**config.mk**
```make
export PLATFORM = sky130hd
export DESIGN_NAME = qst_status_tree
export DESIGN_NICKNAME = d
export VERILOG_FILES = /design/src/logic/qst_pkg.sv /design/src/logic/qst_status_tree.sv /design/src/logic/qst_output_summary.sv
export VERILOG_INCLUDE_DIRS = /design/src /design/src/logic
export SDC_FILE = /design/constraint.sdc
export NUM_CORES = 1
export LEC_CHECK = 0
export ABC_AREA = 1
export BUFFER_PORTS_ARGS = -buffer_cell sky130_fd_sc_hd__buf_4
export CAP_MARGIN = 10
export CORE_MARGIN = 5
export CORE_UTILIZATION = 40
export CTS_CLUSTER_DIAMETER = 40
export DETAILED_ROUTE_END_ITERATION = 8
export HOLD_SLACK_MARGIN = 0.06
export PLACE_DENSITY_LB_ADDON = 0.12
export SYNTH_ARGS = -nofsm -noshare
export SYNTH_HDL_FRONTEND = slang
export SYNTH_SLANG_ARGS = --single-unit
```
**constraint.sdc**
```tcl
create_clock -name clk -period 1.4 [get_ports clk]
set_input_delay 0 -clock clk [delete_from_list [all_inputs] [get_ports clk]]
set_output_delay 0 -clock clk [all_outputs]
set_load 0.01 [all_outputs]
```
**src/logic/qst_regs.svh**
```systemverilog
// register selectors, field positions and reset values of the status tree
`ifndef QST_REGS_SVH
`define QST_REGS_SVH

`define QST_SEL_QUESTIONABLE_SUMMARY_BIT_EVENT 3'h0
`define QST_SEL_QUESTIONABLE_SUMMARY_BIT_ENABLE 3'h1
`define QST_SEL_FAULT_EVENT 3'h2
`define QST_SEL_FAULT_ENABLE 3'h3
`define QST_SEL_REG_EVENT 3'h4
`define QST_SEL_REG_ENABLE 3'h5
`define QST_SEL_REG_COND 3'h6

`define QST_BIT_VUNREG 0
`define QST_BIT_IUNREG 1
`define QST_BIT_OVTRIP 9
`define QST_BIT_FAN 4
`define QST_BIT_OUTSUM 13
`define QST_BIT_OUT1 1
`define QST_BIT_STB_QUESTIONABLE_SUMMARY_BIT 3

`define QST_ZERO16 16'h0000
`define QST_ZERO8 8'h00
`define QST_COND_CV 2'h2
`define QST_COND_CC 2'h1
`define QST_COND_UNREG 2'h3

`endif

```
**src/logic/qst_pkg.sv**
```systemverilog
// types shared by the status tree
package qst_pkg;
	typedef enum logic [1:0] {
		QST_IDLE,
		QST_READ,
		QST_WRITE
	} qst_access_t;
endpackage

```
**src/logic/qst_status_tree.sv**
```systemverilog
// questionable status tree: per-output regulation, output-fault and questionable registers
`timescale 1ns/1ps
`include "qst_regs.svh"

// Functional notes
// - event bits latch until explicitly cleared
// - reading an event register clears it
// - clear-status clears events, keeps enable masks
// - device reset and clear leave events alone
// - read value is binary weighted bit sum
// - summary is OR of events AND enables
// - enable masks read/write, reading leaves them intact
// - output summaries feed fault register, fault summary sets questionable bit 13
// - fan fault sets questionable bit 4
// - questionable register 16 bits, others zero
// - fault bit 1 first output, bit 2 second
// - regulation bit 0 voltage, bit 1 current lost
// - regulation bit 9 on overvoltage trip
// - condition bits give live cv/cc mode
// - writing zero clears questionable enable mask
// - questionable summary drives status byte bit 3
// - status byte summary bits never latch

module qst_status_tree #(
	parameter int WIDTH = 16,
	parameter int OUTPUTS = 2
) (
	input wire logic clk, // system clock
	input wire logic nrst, // synchronous reset, active low
	input wire logic [OUTPUTS-1:0] constant_voltage, // per-output cv mode flags
	input wire logic [OUTPUTS-1:0] constant_current, // per-output cc mode flags
	input wire logic [OUTPUTS-1:0] overvoltage_trip, // per-output overvoltage trip flags
	input wire logic fan_fault, // cooling fan fault level
	input wire logic clear_status, // clear-status command pulse
	input wire logic device_clear, // device clear or reset command pulse, no effect on events
	input wire logic req_valid, // register access request pulse
	input wire logic req_write, // 1 write, 0 read
	input wire logic [2:0] req_sel, // register selector
	input wire logic req_output, // output index for per-output registers
	input wire logic [WIDTH-1:0] req_wdata, // write data
	output logic rsp_valid, // read data valid pulse
	output logic [WIDTH-1:0] rsp_rdata, // read data
	output logic [7:0] status_byte, // status byte summary, bit 3 used
	output logic questionable_summary_bit // masked questionable summary
);
	logic [OUTPUTS-1:0] reg_clear;
	logic [OUTPUTS-1:0] reg_enable_we;
	logic [OUTPUTS-1:0] output_regulation_summary;
	logic [WIDTH-1:0] reg_event [OUTPUTS];
	logic [WIDTH-1:0] reg_enable [OUTPUTS];
	logic [WIDTH-1:0] reg_cond [OUTPUTS];
	logic [WIDTH-1:0] questionable_event_reg;
	logic [WIDTH-1:0] questionable_enable_reg;
	logic [WIDTH-1:0] output_fault_event_reg;
	logic [WIDTH-1:0] output_fault_enable_reg;
	logic [WIDTH-1:0] fault_cause;
	logic [WIDTH-1:0] questionable_summary_bit_cause;
	logic [WIDTH-1:0] questionable_summary_bit_level;
	logic [WIDTH-1:0] questionable_summary_bit_level_reg;
	logic [WIDTH-1:0] fault_level_reg;
	logic [WIDTH-1:0] rdata_next;
	logic fault_summary;
	logic questionable_summary_bit_summary_next;
	qst_pkg::qst_access_t access;
	logic rd;
	logic wr;
	logic rd_questionable_summary_bit_event;
	logic rd_fault_event;
	logic rd_reg_event;
	logic wr_questionable_summary_bit_enable;
	logic wr_fault_enable;
	logic wr_reg_enable;
	logic clr_questionable_summary_bit_event;
	logic clr_fault_event;

	always_comb begin
		if (req_valid && req_write)
			access = qst_pkg::QST_WRITE;
		else if (req_valid)
			access = qst_pkg::QST_READ;
		else
			access = qst_pkg::QST_IDLE;
	end

	assign rd = (access == qst_pkg::QST_READ);
	assign wr = (access == qst_pkg::QST_WRITE);

	// one strobe per register action, so every latch and mask sees the same decode
	always_comb begin
		rd_questionable_summary_bit_event = 1'b0;
		rd_fault_event = 1'b0;
		rd_reg_event = 1'b0;
		wr_questionable_summary_bit_enable = 1'b0;
		wr_fault_enable = 1'b0;
		wr_reg_enable = 1'b0;
		case (access)
			qst_pkg::QST_READ: begin
				case (req_sel)
					`QST_SEL_QUESTIONABLE_SUMMARY_BIT_EVENT: rd_questionable_summary_bit_event = 1'b1;
					`QST_SEL_FAULT_EVENT: rd_fault_event = 1'b1;
					`QST_SEL_REG_EVENT: rd_reg_event = 1'b1;
					default: rd_reg_event = 1'b0;
				endcase
			end
			qst_pkg::QST_WRITE: begin
				// writes to event and condition selectors are ignored
				case (req_sel)
					`QST_SEL_QUESTIONABLE_SUMMARY_BIT_ENABLE: wr_questionable_summary_bit_enable = 1'b1;
					`QST_SEL_FAULT_ENABLE: wr_fault_enable = 1'b1;
					`QST_SEL_REG_ENABLE: wr_reg_enable = 1'b1;
					default: wr_reg_enable = 1'b0;
				endcase
			end
			default: rd_reg_event = 1'b0;
		endcase
	end

	// device_clear deliberately absent from every clear term
	assign clr_questionable_summary_bit_event = clear_status | rd_questionable_summary_bit_event;
	assign clr_fault_event = clear_status | rd_fault_event;

	genvar g;
	generate
		for (g = 0; g < OUTPUTS; g++) begin : g_out
			// device_clear deliberately absent from the clear term
			assign reg_clear[g] = clear_status | (rd_reg_event && req_output == g);
			assign reg_enable_we[g] = wr_reg_enable && req_output == g;
			qst_output_summary #(
				.WIDTH(WIDTH)
			) u_out (
				.clk(clk),
				.nrst(nrst),
				.constant_voltage(constant_voltage[g]),
				.constant_current(constant_current[g]),
				.overvoltage_trip(overvoltage_trip[g]),
				.clear_events(reg_clear[g]),
				.enable_we(reg_enable_we[g]),
				.enable_wdata(req_wdata),
				.event_q(reg_event[g]),
				.enable_q(reg_enable[g]),
				.cond_q(reg_cond[g]),
				.summary(output_regulation_summary[g])
			);
		end
	endgenerate

	// output-fault levels: bit 1 first output, bit 2 second
	always_comb begin
		fault_cause = `QST_ZERO16;
		fault_cause[`QST_BIT_OUT1 +: OUTPUTS] = output_regulation_summary;
	end

	always_ff @(posedge clk) begin
		if (!nrst)
			fault_level_reg <= `QST_ZERO16;
		else
			fault_level_reg <= fault_cause;
	end

	always_ff @(posedge clk) begin
		if (!nrst)
			output_fault_event_reg <= `QST_ZERO16;
		else if (clr_fault_event)
			output_fault_event_reg <= fault_cause & ~fault_level_reg;
		else
			output_fault_event_reg <= output_fault_event_reg |
				(fault_cause & ~fault_level_reg);
	end

	always_ff @(posedge clk) begin
		if (!nrst)
			output_fault_enable_reg <= `QST_ZERO16;
		else if (wr_fault_enable)
			output_fault_enable_reg <= req_wdata;
	end

	assign fault_summary = |(output_fault_event_reg & output_fault_enable_reg);

	// questionable levels: only fan and output summary positions exist
	always_comb begin
		questionable_summary_bit_level = `QST_ZERO16;
		questionable_summary_bit_level[`QST_BIT_FAN] = fan_fault;
		questionable_summary_bit_level[`QST_BIT_OUTSUM] = fault_summary;
	end

	always_ff @(posedge clk) begin
		if (!nrst)
			questionable_summary_bit_level_reg <= `QST_ZERO16;
		else
			questionable_summary_bit_level_reg <= questionable_summary_bit_level;
	end

	assign questionable_summary_bit_cause = questionable_summary_bit_level & ~questionable_summary_bit_level_reg;

	always_ff @(posedge clk) begin
		if (!nrst)
			questionable_event_reg <= `QST_ZERO16;
		else if (clr_questionable_summary_bit_event)
			questionable_event_reg <= questionable_summary_bit_cause; // set wins over clear
		else
			questionable_event_reg <= questionable_event_reg | questionable_summary_bit_cause;
	end

	// written value stored whole, so zero clears the mask
	always_ff @(posedge clk) begin
		if (!nrst)
			questionable_enable_reg <= `QST_ZERO16;
		else if (wr_questionable_summary_bit_enable)
			questionable_enable_reg <= req_wdata;
	end

	// computed from the next event value so a read-clear drops the summary at once
	always_comb begin
		questionable_summary_bit_summary_next = |(questionable_event_reg & questionable_enable_reg);
		if (clr_questionable_summary_bit_event)
			questionable_summary_bit_summary_next = |(questionable_summary_bit_cause & questionable_enable_reg);
		else if (wr_questionable_summary_bit_enable)
			questionable_summary_bit_summary_next = |((questionable_event_reg | questionable_summary_bit_cause) & req_wdata);
		else
			questionable_summary_bit_summary_next = |((questionable_event_reg | questionable_summary_bit_cause) &
				questionable_enable_reg);
	end

	always_ff @(posedge clk) begin
		if (!nrst) begin
			questionable_summary_bit <= 1'b0;
			status_byte <= `QST_ZERO8;
		end else begin
			questionable_summary_bit <= questionable_summary_bit_summary_next;
			status_byte <= `QST_ZERO8;
			status_byte[`QST_BIT_STB_QUESTIONABLE_SUMMARY_BIT] <= questionable_summary_bit_summary_next;
		end
	end

	// read data is the register word itself, i.e. the weighted bit sum
	always_comb begin
		case (req_sel)
			`QST_SEL_QUESTIONABLE_SUMMARY_BIT_EVENT: rdata_next = questionable_event_reg;
			`QST_SEL_QUESTIONABLE_SUMMARY_BIT_ENABLE: rdata_next = questionable_enable_reg;
			`QST_SEL_FAULT_EVENT: rdata_next = output_fault_event_reg;
			`QST_SEL_FAULT_ENABLE: rdata_next = output_fault_enable_reg;
			`QST_SEL_REG_EVENT: rdata_next = reg_event[req_output];
			`QST_SEL_REG_ENABLE: rdata_next = reg_enable[req_output];
			`QST_SEL_REG_COND: rdata_next = reg_cond[req_output];
			default: rdata_next = `QST_ZERO16;
		endcase
	end

	always_ff @(posedge clk) begin
		if (!nrst) begin
			rsp_valid <= 1'b0;
			rsp_rdata <= `QST_ZERO16;
		end else begin
			rsp_valid <= rd;
			if (rd)
				rsp_rdata <= rdata_next;
		end
	end
endmodule

```
**src/logic/qst_output_summary.sv**
```systemverilog
// regulation event, condition and enable registers of one supply output
`timescale 1ns/1ps
`include "qst_regs.svh"

module qst_output_summary #(
	parameter int WIDTH = 16
) (
	input wire logic clk, // system clock
	input wire logic nrst, // synchronous reset, active low
	input wire logic constant_voltage, // live cv mode flag
	input wire logic constant_current, // live cc mode flag
	input wire logic overvoltage_trip, // live overvoltage protection flag
	input wire logic clear_events, // clear-status or read-clear of the event register
	input wire logic enable_we, // write strobe for the enable mask
	input wire logic [WIDTH-1:0] enable_wdata, // new enable mask
	output logic [WIDTH-1:0] event_q, // latched event bits
	output logic [WIDTH-1:0] enable_q, // enable mask
	output logic [WIDTH-1:0] cond_q, // live condition bits
	output logic summary // masked summary of the event bits
);
	logic [WIDTH-1:0] cause;
	logic [WIDTH-1:0] cause_reg;
	logic [WIDTH-1:0] cause_next;

	// regulation lost: cv-only means voltage ok; cc sets voltage lost, and cc with cv also sets current lost
	always_comb begin
		cause_next = `QST_ZERO16;
		cause_next[`QST_BIT_VUNREG] = constant_current;
		cause_next[`QST_BIT_IUNREG] = constant_current & constant_voltage;
		cause_next[`QST_BIT_OVTRIP] = overvoltage_trip;
	end

	always_ff @(posedge clk) begin
		if (!nrst)
			cause_reg <= `QST_ZERO16;
		else
			cause_reg <= cause_next;
	end

	assign cause = cause_next & ~cause_reg;

	always_ff @(posedge clk) begin
		if (!nrst)
			event_q <= `QST_ZERO16;
		else if (clear_events)
			event_q <= cause; // set wins over clear
		else
			event_q <= event_q | cause;
	end

	always_ff @(posedge clk) begin
		if (!nrst)
			enable_q <= `QST_ZERO16;
		else if (enable_we)
			enable_q <= enable_wdata;
	end

	always_ff @(posedge clk) begin
		if (!nrst)
			cond_q <= `QST_ZERO16;
		else
			cond_q <= {{(WIDTH-2){1'b0}}, constant_voltage, constant_current};
	end

	assign summary = |(event_q & enable_q);
endmodule

```
== Word level (Yosys, flattened, before mapping) ==
Cells that the tools add are included.

* Flip-flop bits (word level): 249
* Output and inout bits: 26
* Input port bits: 33
* Logic and storage cells: 101

* Multiplexer cells: 30
* Order comparisons: 1
* Bitwise logic cells: 26
* Reductions and logical operators: 12
* Equality and inequality tests: 8

{| class="wikitable"
|+ Operator list
! operator !! count
|-
| $mux 16 || 13
|-
| $pmux 16 s7 || 1
|-
| $and 16x16->16 || 6
|-
| $reduce_or 16->1 || 6
|-
| $not 16->16 || 4
|-
| $or 16x16->16 || 4
|-
| $and 10x16->16 || 2
|-
| $and 14x16->16 || 1
|-
| $and 3x16->16 || 1
|-
| $mux 1 || 15
|-
| $eq 3x3->1 const B || 3
|-
| $eq 3x2->1 const B || 2
|-
| $logic_and 1x1->1 || 5
|-
| $or 1x1->1 || 4
|-
| $eq 3x1->1 const B || 1
|-
| $logic_not 3->1 || 1
|-
| $and 1x1->1 || 2
|-
| $eq 2x1->1 const B || 1
|-
| $eq 2x2->1 const B || 1
|-
| $ge 2x2->1 const B || 1
|-
| $mux 2 || 1
|-
| $not 1->2 || 1
|-
| $not 1->1 || 1
|}

== Longest topological paths before layout ==
Gate-level depths: netlist (run 1).

* Depth in word-level cells: 8
* Gate-level depth with buffers: 10
* Gate-level depth less buffers: 9

== By module ==
From an unflattened synthesis (run 1), not the netlist that was laid out.

* Cells, all modules: 926
* Area total of the unflattened synthesis: 5,672.9 um2

{| class="wikitable"
|+ Modules (own cells, without submodules)
! module !! area each (um2) !! cells each !! instances
|-
| qst_status_tree || 3,450.8 || 608 || 1
|-
| qst_output_summary || 1,111.1 || 159 || 2
|}

== Worst setup path before layout (run 1) ==
OpenSTA, ideal clock, no wires.

* Path kind: input port to flip-flop
* Start: in req_output
* End: reg rsp_rdata[1]
* Slack: 0.418 ns
* Data arrival time: 0.850 ns
* Stages on the path: 10
* Path buffers: 2
* Setup time: 0.132 ns
* Cells stage by stage: buf_2 -> inv_1 -> buf_2 -> nand2_1 -> nand2_1 -> nor2_1 -> nor2_1 -> nand3_1 -> nand2_1 -> a21oi_1

* Cells in the longest elaborated chain, start to end: 5

{| class="wikitable"
|+ Ends and longest elaborated chain
! element !! RTL line !! source
|-
| from (decl) || qst_status_tree.sv:39 || <nowiki>input wire logic req_output,</nowiki>
|-
| $not 1->2 (not written as such) * || qst_status_tree.sv:242, qst_status_tree.sv:243, qst_status_tree.sv:244 ||
|-
| $mux 16, on equally long branches (3 in a row) || qst_status_tree.sv:244, qst_status_tree.sv:242, qst_status_tree.sv:243 ||
|-
| $pmux 16 s7 * || qst_status_tree.sv:237 || <nowiki>case (req_sel)</nowiki>
|-
| to (signal assigned) || qst_status_tree.sv:252 || <nowiki>rsp_rdata <= `QST_ZERO16;</nowiki>
|-
| to (signal assigned) || qst_status_tree.sv:256 || <nowiki>rsp_rdata <= rdata_next;</nowiki>
|-
| to (decl) || qst_status_tree.sv:42 || <nowiki>output logic [WIDTH-1:0] rsp_rdata,</nowiki>
|}

Every way passes the cells marked *; elsewhere a longest branch is shown, timed or not. The select of a mux whose other input is x is not followed.
A chain may end at the register's enable or synchronous reset.

==> results of run 1 <==
-- Yosys cell counts (all sizes together), types with 2 or more instances --
cell	number
nand2	165
nor2	106
o22ai	2
a21oi	41
o211ai	2
clkbuf	10
o21ai	81
nand3	25
buf	28
dfxtp	104
o32ai	2
nand4	4
inv	58
-- metal layers --
layer  up-vias  routed length (um)  GRT usage
met5         -                   0          0
met4         0                 308     0.0727
met3        22                 401     0.0355
met2        66                5670      0.309
met1      1851                4950      0.211
li1       2125                   -          -
-- worst min-delay path by stage --
stage	start	end	cells past startpoint
final	req_write	rsp_rdata[3]$_SDFFE_PN0P_	5
after global routing	req_write	rsp_rdata[9]$_SDFFE_PN0P_	5
after CTS	req_write	rsp_rdata[3]$_SDFFE_PN0P_	5
after detailed placement	constant_voltage[0]	g_out[0].u_out.cond_q[1]$_SDFF_PN0_	3
after global placement	constant_voltage[0]	g_out[0].u_out.cond_q[1]$_SDFF_PN0_	3
after floorplan	constant_voltage[0]	g_out[0].u_out.cond_q[1]$_SDFF_PN0_	2
-- cells by family (layout without fill, tap and decap cells) --
kind of cell | Yosys count | in the layout
AND/OR/NAND/NOR | 302 | 302
AO/OA/AOI/OAI | 128 | 128
flip-flops | 104 | 104
buffers and inverters | 97 | 168
other | 1 | 7
-- stage by stage --
step / cells / cell area (um2) / utilization / total power, mW
floorplan: 638 / 4500 / - / 3.39
global placement: 802 / 4900 / 0.450 / 3.56
detailed placement: 802 / 4900 / 0.450 / 3.57
CTS: 849 / 5380 / 0.494 / 5.31
global route: 849 / 5380 / 0.494 / 5.51
finish: 849 / 5380 / 0.494 / 5.23
-- layout make-up --
| type | instances | area (um2) | area share |
|---|---|---|---|
| tap | 140 | 175 | 0.0326 |
| timing repair buffer | 93 | 788 | 0.147 |
| inverter | 59 | 226 | 0.0421 |
| multi-input combinational | 437 | 1940 | 0.361 |
| clock buffer | 13 | 149 | 0.0277 |
| sequential | 104 | 2080 | 0.387 |
| clock inverter | 3 | 17.5 | 0.00326 |
-- power breakdown --
group          internal (mW)  switching [mW]
registers               3.02          0.0312
clock network          0.693           0.971
logic                  0.215           0.298
total                   3.93            1.30
-- critical path, delay by kind of cell --
kind	cells	cell delay (ns)
simple gates	1	0.08
compound gates	1	0.14
buf+inv	3	1.34
==> impl_results.md, run 1 <==
- Status: complete, no violations
- Vias in the first global route: about 3,900
- Setup bufs post-CTS: 0
- RSZ-0062 raised after global routing: no
- CORE AREA: 0.0109 mm2
- Synth top area share: 0.465
- Drc violations: 0
- Post-route worst setup slack: 0.134 ns
- Cts repair resizes: 0
- Initial antenna violation count: 0
- CP most frequent cell: dlygate4sd3_1
- Final WL: 11,300 um
- Layout Nets: 737
- CP endpoint: g_out[0].u_out.event_q[9]$_SDFF_PN0_
- Largest net degree at the start of global routing: 63
- Synth warn: 0
- Leakage power: 2.33 nW
- # IOs: 59
- CP Launch Point: nrst
- Fmax: 790 MHz
- Maximum vdd drop: 0.000641 V
- CTS Buf Count: 9
- Clock Path Buffers: 2
- Global-route wire length before repair: ~18,000 um
- CP max FO: 21
- Fillers: 1,141
- Max-Cap Viols: 0
- Place WS: 0.149 ns
- Total track usage: 0.176
- FFs w/ async S/R, synth: 0
- Clk_skew: 0.00629 ns
- Clk root buf: clkbuf_8
- Area fraction in and, or, nand and nor cells after synthesis: 0.280
- Setup TNS: 0 ns
- Worst Setup Start Kind: input pin
- Crit Path Class: in -> reg
- Mux share of post-synthesis cell area: 0
- Cell Area, Synth: 0.00448 mm2
- Max reg flops: 32
- HP Class: in -> reg
- Library cells used by synthesis: 31
- Delay of the slowest critical-path stage: 0.58 ns
- Main combinational cell family by area after synthesis: simple AND/OR/NAND/NOR gates
- Area Overhead vs Synth: 20.1%
- Yosys top cell by area: dfxtp_1
- IO Port Bufs: 50
- Syn Inst Count: 632
- Placer Congestion: 0.786
- Wire per inst: about 13 um
- Min Hold Slack: ~0.13 ns
- Avg Vias per Cell: 4.79
- #FFs+latches synth: between 100 and 150
- Final Cycle Share: 0.904
- Top reg by flops: g_out.u_out.enable_q
- Global route overflow: 0
- Routed Antenna Nets: 0
- Post-synthesis xor/xnor area fraction: 0
- Clock Sinks: around 100
- Clk_lat worst skew: 0.36 ns
- Share of cells above drive strength 1: 0.131
- Placement Rows: 38
- CTS H-tree depth: 3
- Ys flop type: dfxtp_1
- Mapped Avg Cell Area: a little over 7 um2
- Critical R2R Launch: output_fault_enable_reg[2]$_SDFFE_PN0P_
- R2R depth: 8
- Vias post-DR: 4,064
- Final Max Tran Viols: 0
- Worst r2r dst: questionable_summary_bit$_SDFF_PN0_
- Post-Synth Adder-Cell Area: 0
- Crit path cell chain: dlygate4sd3_1, buf_4, nand2_1, dlygate4sd3_1, o22ai_1
- Clock-pin slew on the worst setup and hold paths: roughly 0.09 ns
- Critical Path RT: 1.70 ns
- Die width: 116 um
- Hold buffer count at CTS: 31
- DPL Wire Length: 7980 um
- Dominant cells by area after synthesis: dfxtp_1 (46%), nand2_1 (13%), o21ai_0 (8.7%), nor2_1 (8.5%), a21oi_1 (4.6%)
- Commonest non-fill, non-tap cells in the layout: nand2_1 (161), dfxtp_1 (104), nor2_1 (102)
- Endpoints failing hold: 0
- CTS tree: yes
- Slowest cell on crit path: dlygate4sd3_1
- Crit. End Element: flop
- PwrDens: 972 mW/mm2
- Die ar.: 0.0134 mm2
- Antenna cells: 0
- Drt initial violations: 272
- Final min period: around 1.3 ns
- R2r setup slk: 0.23 ns
- Number of flops mapped to enable cells by yosys: 0
- Die H: 116 um
- Most common cell after layout, fill and taps aside: nand2_1
- Arrival @ worst endpoint: approximately 1.6 ns
- DR pass1 iterations: 5
- Final Setup Violations: 0
- Post-synthesis compound-gate area fraction: 0.148
- Sequential-to-total area share from yosys stat: 0.465
- Starting density of the core: 0.411
Note: power is estimated with default switching activity, not from simulation.
==> inputs of run 2 (changes only) <==
--- a/config.mk
+++ b/config.mk
@@ -10,7 +10,7 @@
 export BUFFER_PORTS_ARGS = -buffer_cell sky130_fd_sc_hd__buf_4
 export CAP_MARGIN = 10
 export CORE_MARGIN = 5
-export CORE_UTILIZATION = 40
+export CORE_UTILIZATION = 50
 export CTS_CLUSTER_DIAMETER = 40
 export DETAILED_ROUTE_END_ITERATION = 8
 export HOLD_SLACK_MARGIN = 0.06
==> run 2 against run 1 <==
Final area decreased by 0.79%. Combinational power decreased by 2%. Die area decreased by 18%. Clock power increased by 13%.
==> impl_results.md, run 2 (synthesis gave the netlist of run 1 again) <==
- R2r setup slk: approximately 0.25 ns
- Initial antenna violation count: 0
- Clock Sinks: 104
- Clk_skew: a little under 0.009 ns
- Worst Hold Endpoint: rsp_valid$_SDFF_PN0_
- Critical R2R Launch: output_fault_event_reg[2]$_SDFF_PN0_
- Cts repair resizes: 0
- DPL Wire Length: 7570 um
- Vias post-DR: 4,090
- Clock-pin slew on the worst setup and hold paths: roughly 0.10 ns
- Worst Hold Launch: req_write
- Min Hold Slack: around 0.13 ns
- Setup TNS: 0 ns
- DR pass1 iterations: 6
- Status: complete, no violations
- CP max FO: 29
- Internal power: between 4 and 5 mW
- Clock Path Buffers: 2
- Die ar.: roughly 0.011 mm2
- Crit. End Element: flop
- Largest net degree at the start of global routing: 55
- Leakage power: between 2 and 2.5 nW
- Placer Congestion: approximately 0.87
- Total track usage: 0.203
- Die width: 105 um
- Drt initial violations: 137
- Die H: 105 um
- Final WL: 10,900 um
- Antenna cells: 0
- # IOs: 59
- Worst Setup Start Kind: input pin
- R2R depth: 8
- Placement Rows: 34
- Fillers: slightly above 800
- Clk root buf: clkbuf_8
- Avg Vias per Cell: 5.03
- Crit Path Class: in -> reg
- IO Port Bufs: 50
- Max-Cap Viols: 0
- Area of the multi-input gates: 0.00194 mm2
- Max reg flops: 32
- Wire per inst: 13.5 um
- Drc violations: 0
- Global-route wire length before repair: 18,400 um
- PwrDens: 1020 mW/mm2
- Endpoints failing hold: 0
- Worst r2r dst: questionable_summary_bit$_SDFF_PN0_
- CTS H-tree depth: 3
- HP Class: in -> reg
- Starting density of the core: 0.513
- CTS Buf Count: 9
- Commonest non-fill, non-tap cells in the layout: nand2_1 (161), dfxtp_1 (104), nor2_1 (102)
- CTS tree: yes
- Fmax: between 700 and 800 MHz
- Hold buffer count at CTS: 30
- Share of cells above drive strength 1: 0.129
- Global route overflow: 0
- Sw Pwr: about 1.3 mW
- CORE AREA: 0.00872 mm2
- Layout Nets: 733
- Arrival @ worst endpoint: 1.57 ns
- Clk_lat worst skew: 0.35 ns
- Maximum vdd drop: 0.000508 V
- WHS Path Cells: 4
- Reg area: 0.00208 mm2
- Clk network pwr share: 0.345
- Final Max Tran Viols: 0
- Gate power share: 0.093
- RSZ-0062 raised after global routing: no
- Final min period: 1.26 ns
- Final Setup Violations: 0
- Flop pwr share: 0.562
- Setup bufs post-CTS: 0
- Final Cycle Share: 0.898
- Top reg by flops: g_out.u_out.enable_q
- Critical Path RT: 1.71 ns
- Most common cell after layout, fill and taps aside: nand2_1
- Area Overhead vs Synth: 19.2%
- Routed Antenna Nets: 0
- Vias in the first global route: 3,935
- Switch share: 0.242
[run 2: how the worst max path moves through the flow]
stage,endpoint,start,cells after the start,slack (ns)
after CTS,g_out[0].u_out.cause_reg[9]$_SDFF_PN0_,nrst,5,0.16
after global placement,g_out[0].u_out.enable_q[4]$_SDFFE_PN0P_,req_sel[1],8,0.18
final,g_out[0].u_out.cause_reg[9]$_SDFF_PN0_,nrst,5,0.14
after detailed placement,g_out[0].u_out.enable_q[4]$_SDFFE_PN0P_,req_sel[1],8,0.14
after floorplan,rsp_rdata[1]$_SDFFE_PN0P_,req_output,10,0.42
after global routing,g_out[0].u_out.cause_reg[9]$_SDFF_PN0_,nrst,5,0.07
[run 2: layout make-up]
class,instances,share of cell area
inverters,59,0.0424
clock buffers,12,0.0272
repair buffers,89,0.142
multi-input cells,437,0.364
flip-flops and latches,104,0.390
well taps,108,0.0253
clock inverters,4,0.00961
[run 2: worst max-delay path, cell delays in order]
cell and delay [ns]:
dlygate4sd3_1 0.52, buf_4 0.30, nand2_1 0.12, dlygate4sd3_1 0.57, inv_1 0.05
[run 2: layer usage]
metal / routed length, um / global-route usage / up-vias
met5: 0 / 0 / -
met1: 4610 / 0.242 / 1857
met3: 391 / 0.0388 / 19
met4: 196 / 0.0612 / 0
met2: 5740 / 0.368 / 93
li1: - / - / 2121
[run 2: power groups by stage]
stage          clock (mW)  combinational, mW  sequential, mW
2_1_floorplan           0              0.275            3.11
3_3_place_gp            0              0.428            3.12
3_5_place_dp            0              0.438            3.12
4_1_cts              1.92              0.505            3.05
5_1_grt              2.03              0.566            3.06
6_report             1.87              0.504            3.05
[run 2: through the flow]
| step | instances | setup WS, ns | utilization | total power, mW | instance area, um2 |
|---|---|---|---|---|---|
| 2_1_floorplan | 638 | 0.418 | - | 3.39 | 4500 |
| 3_3_place_gp | 767 | 0.181 | 0.555 | 3.55 | 4840 |
| 3_5_place_dp | 767 | 0.142 | 0.555 | 3.56 | 4840 |
| 4_1_cts | 813 | 0.162 | 0.612 | 5.48 | 5340 |
| 5_1_grt | 813 | 0.0742 | 0.612 | 5.65 | 5340 |
| 6_report | 813 | 0.143 | 0.612 | 5.43 | 5340 |
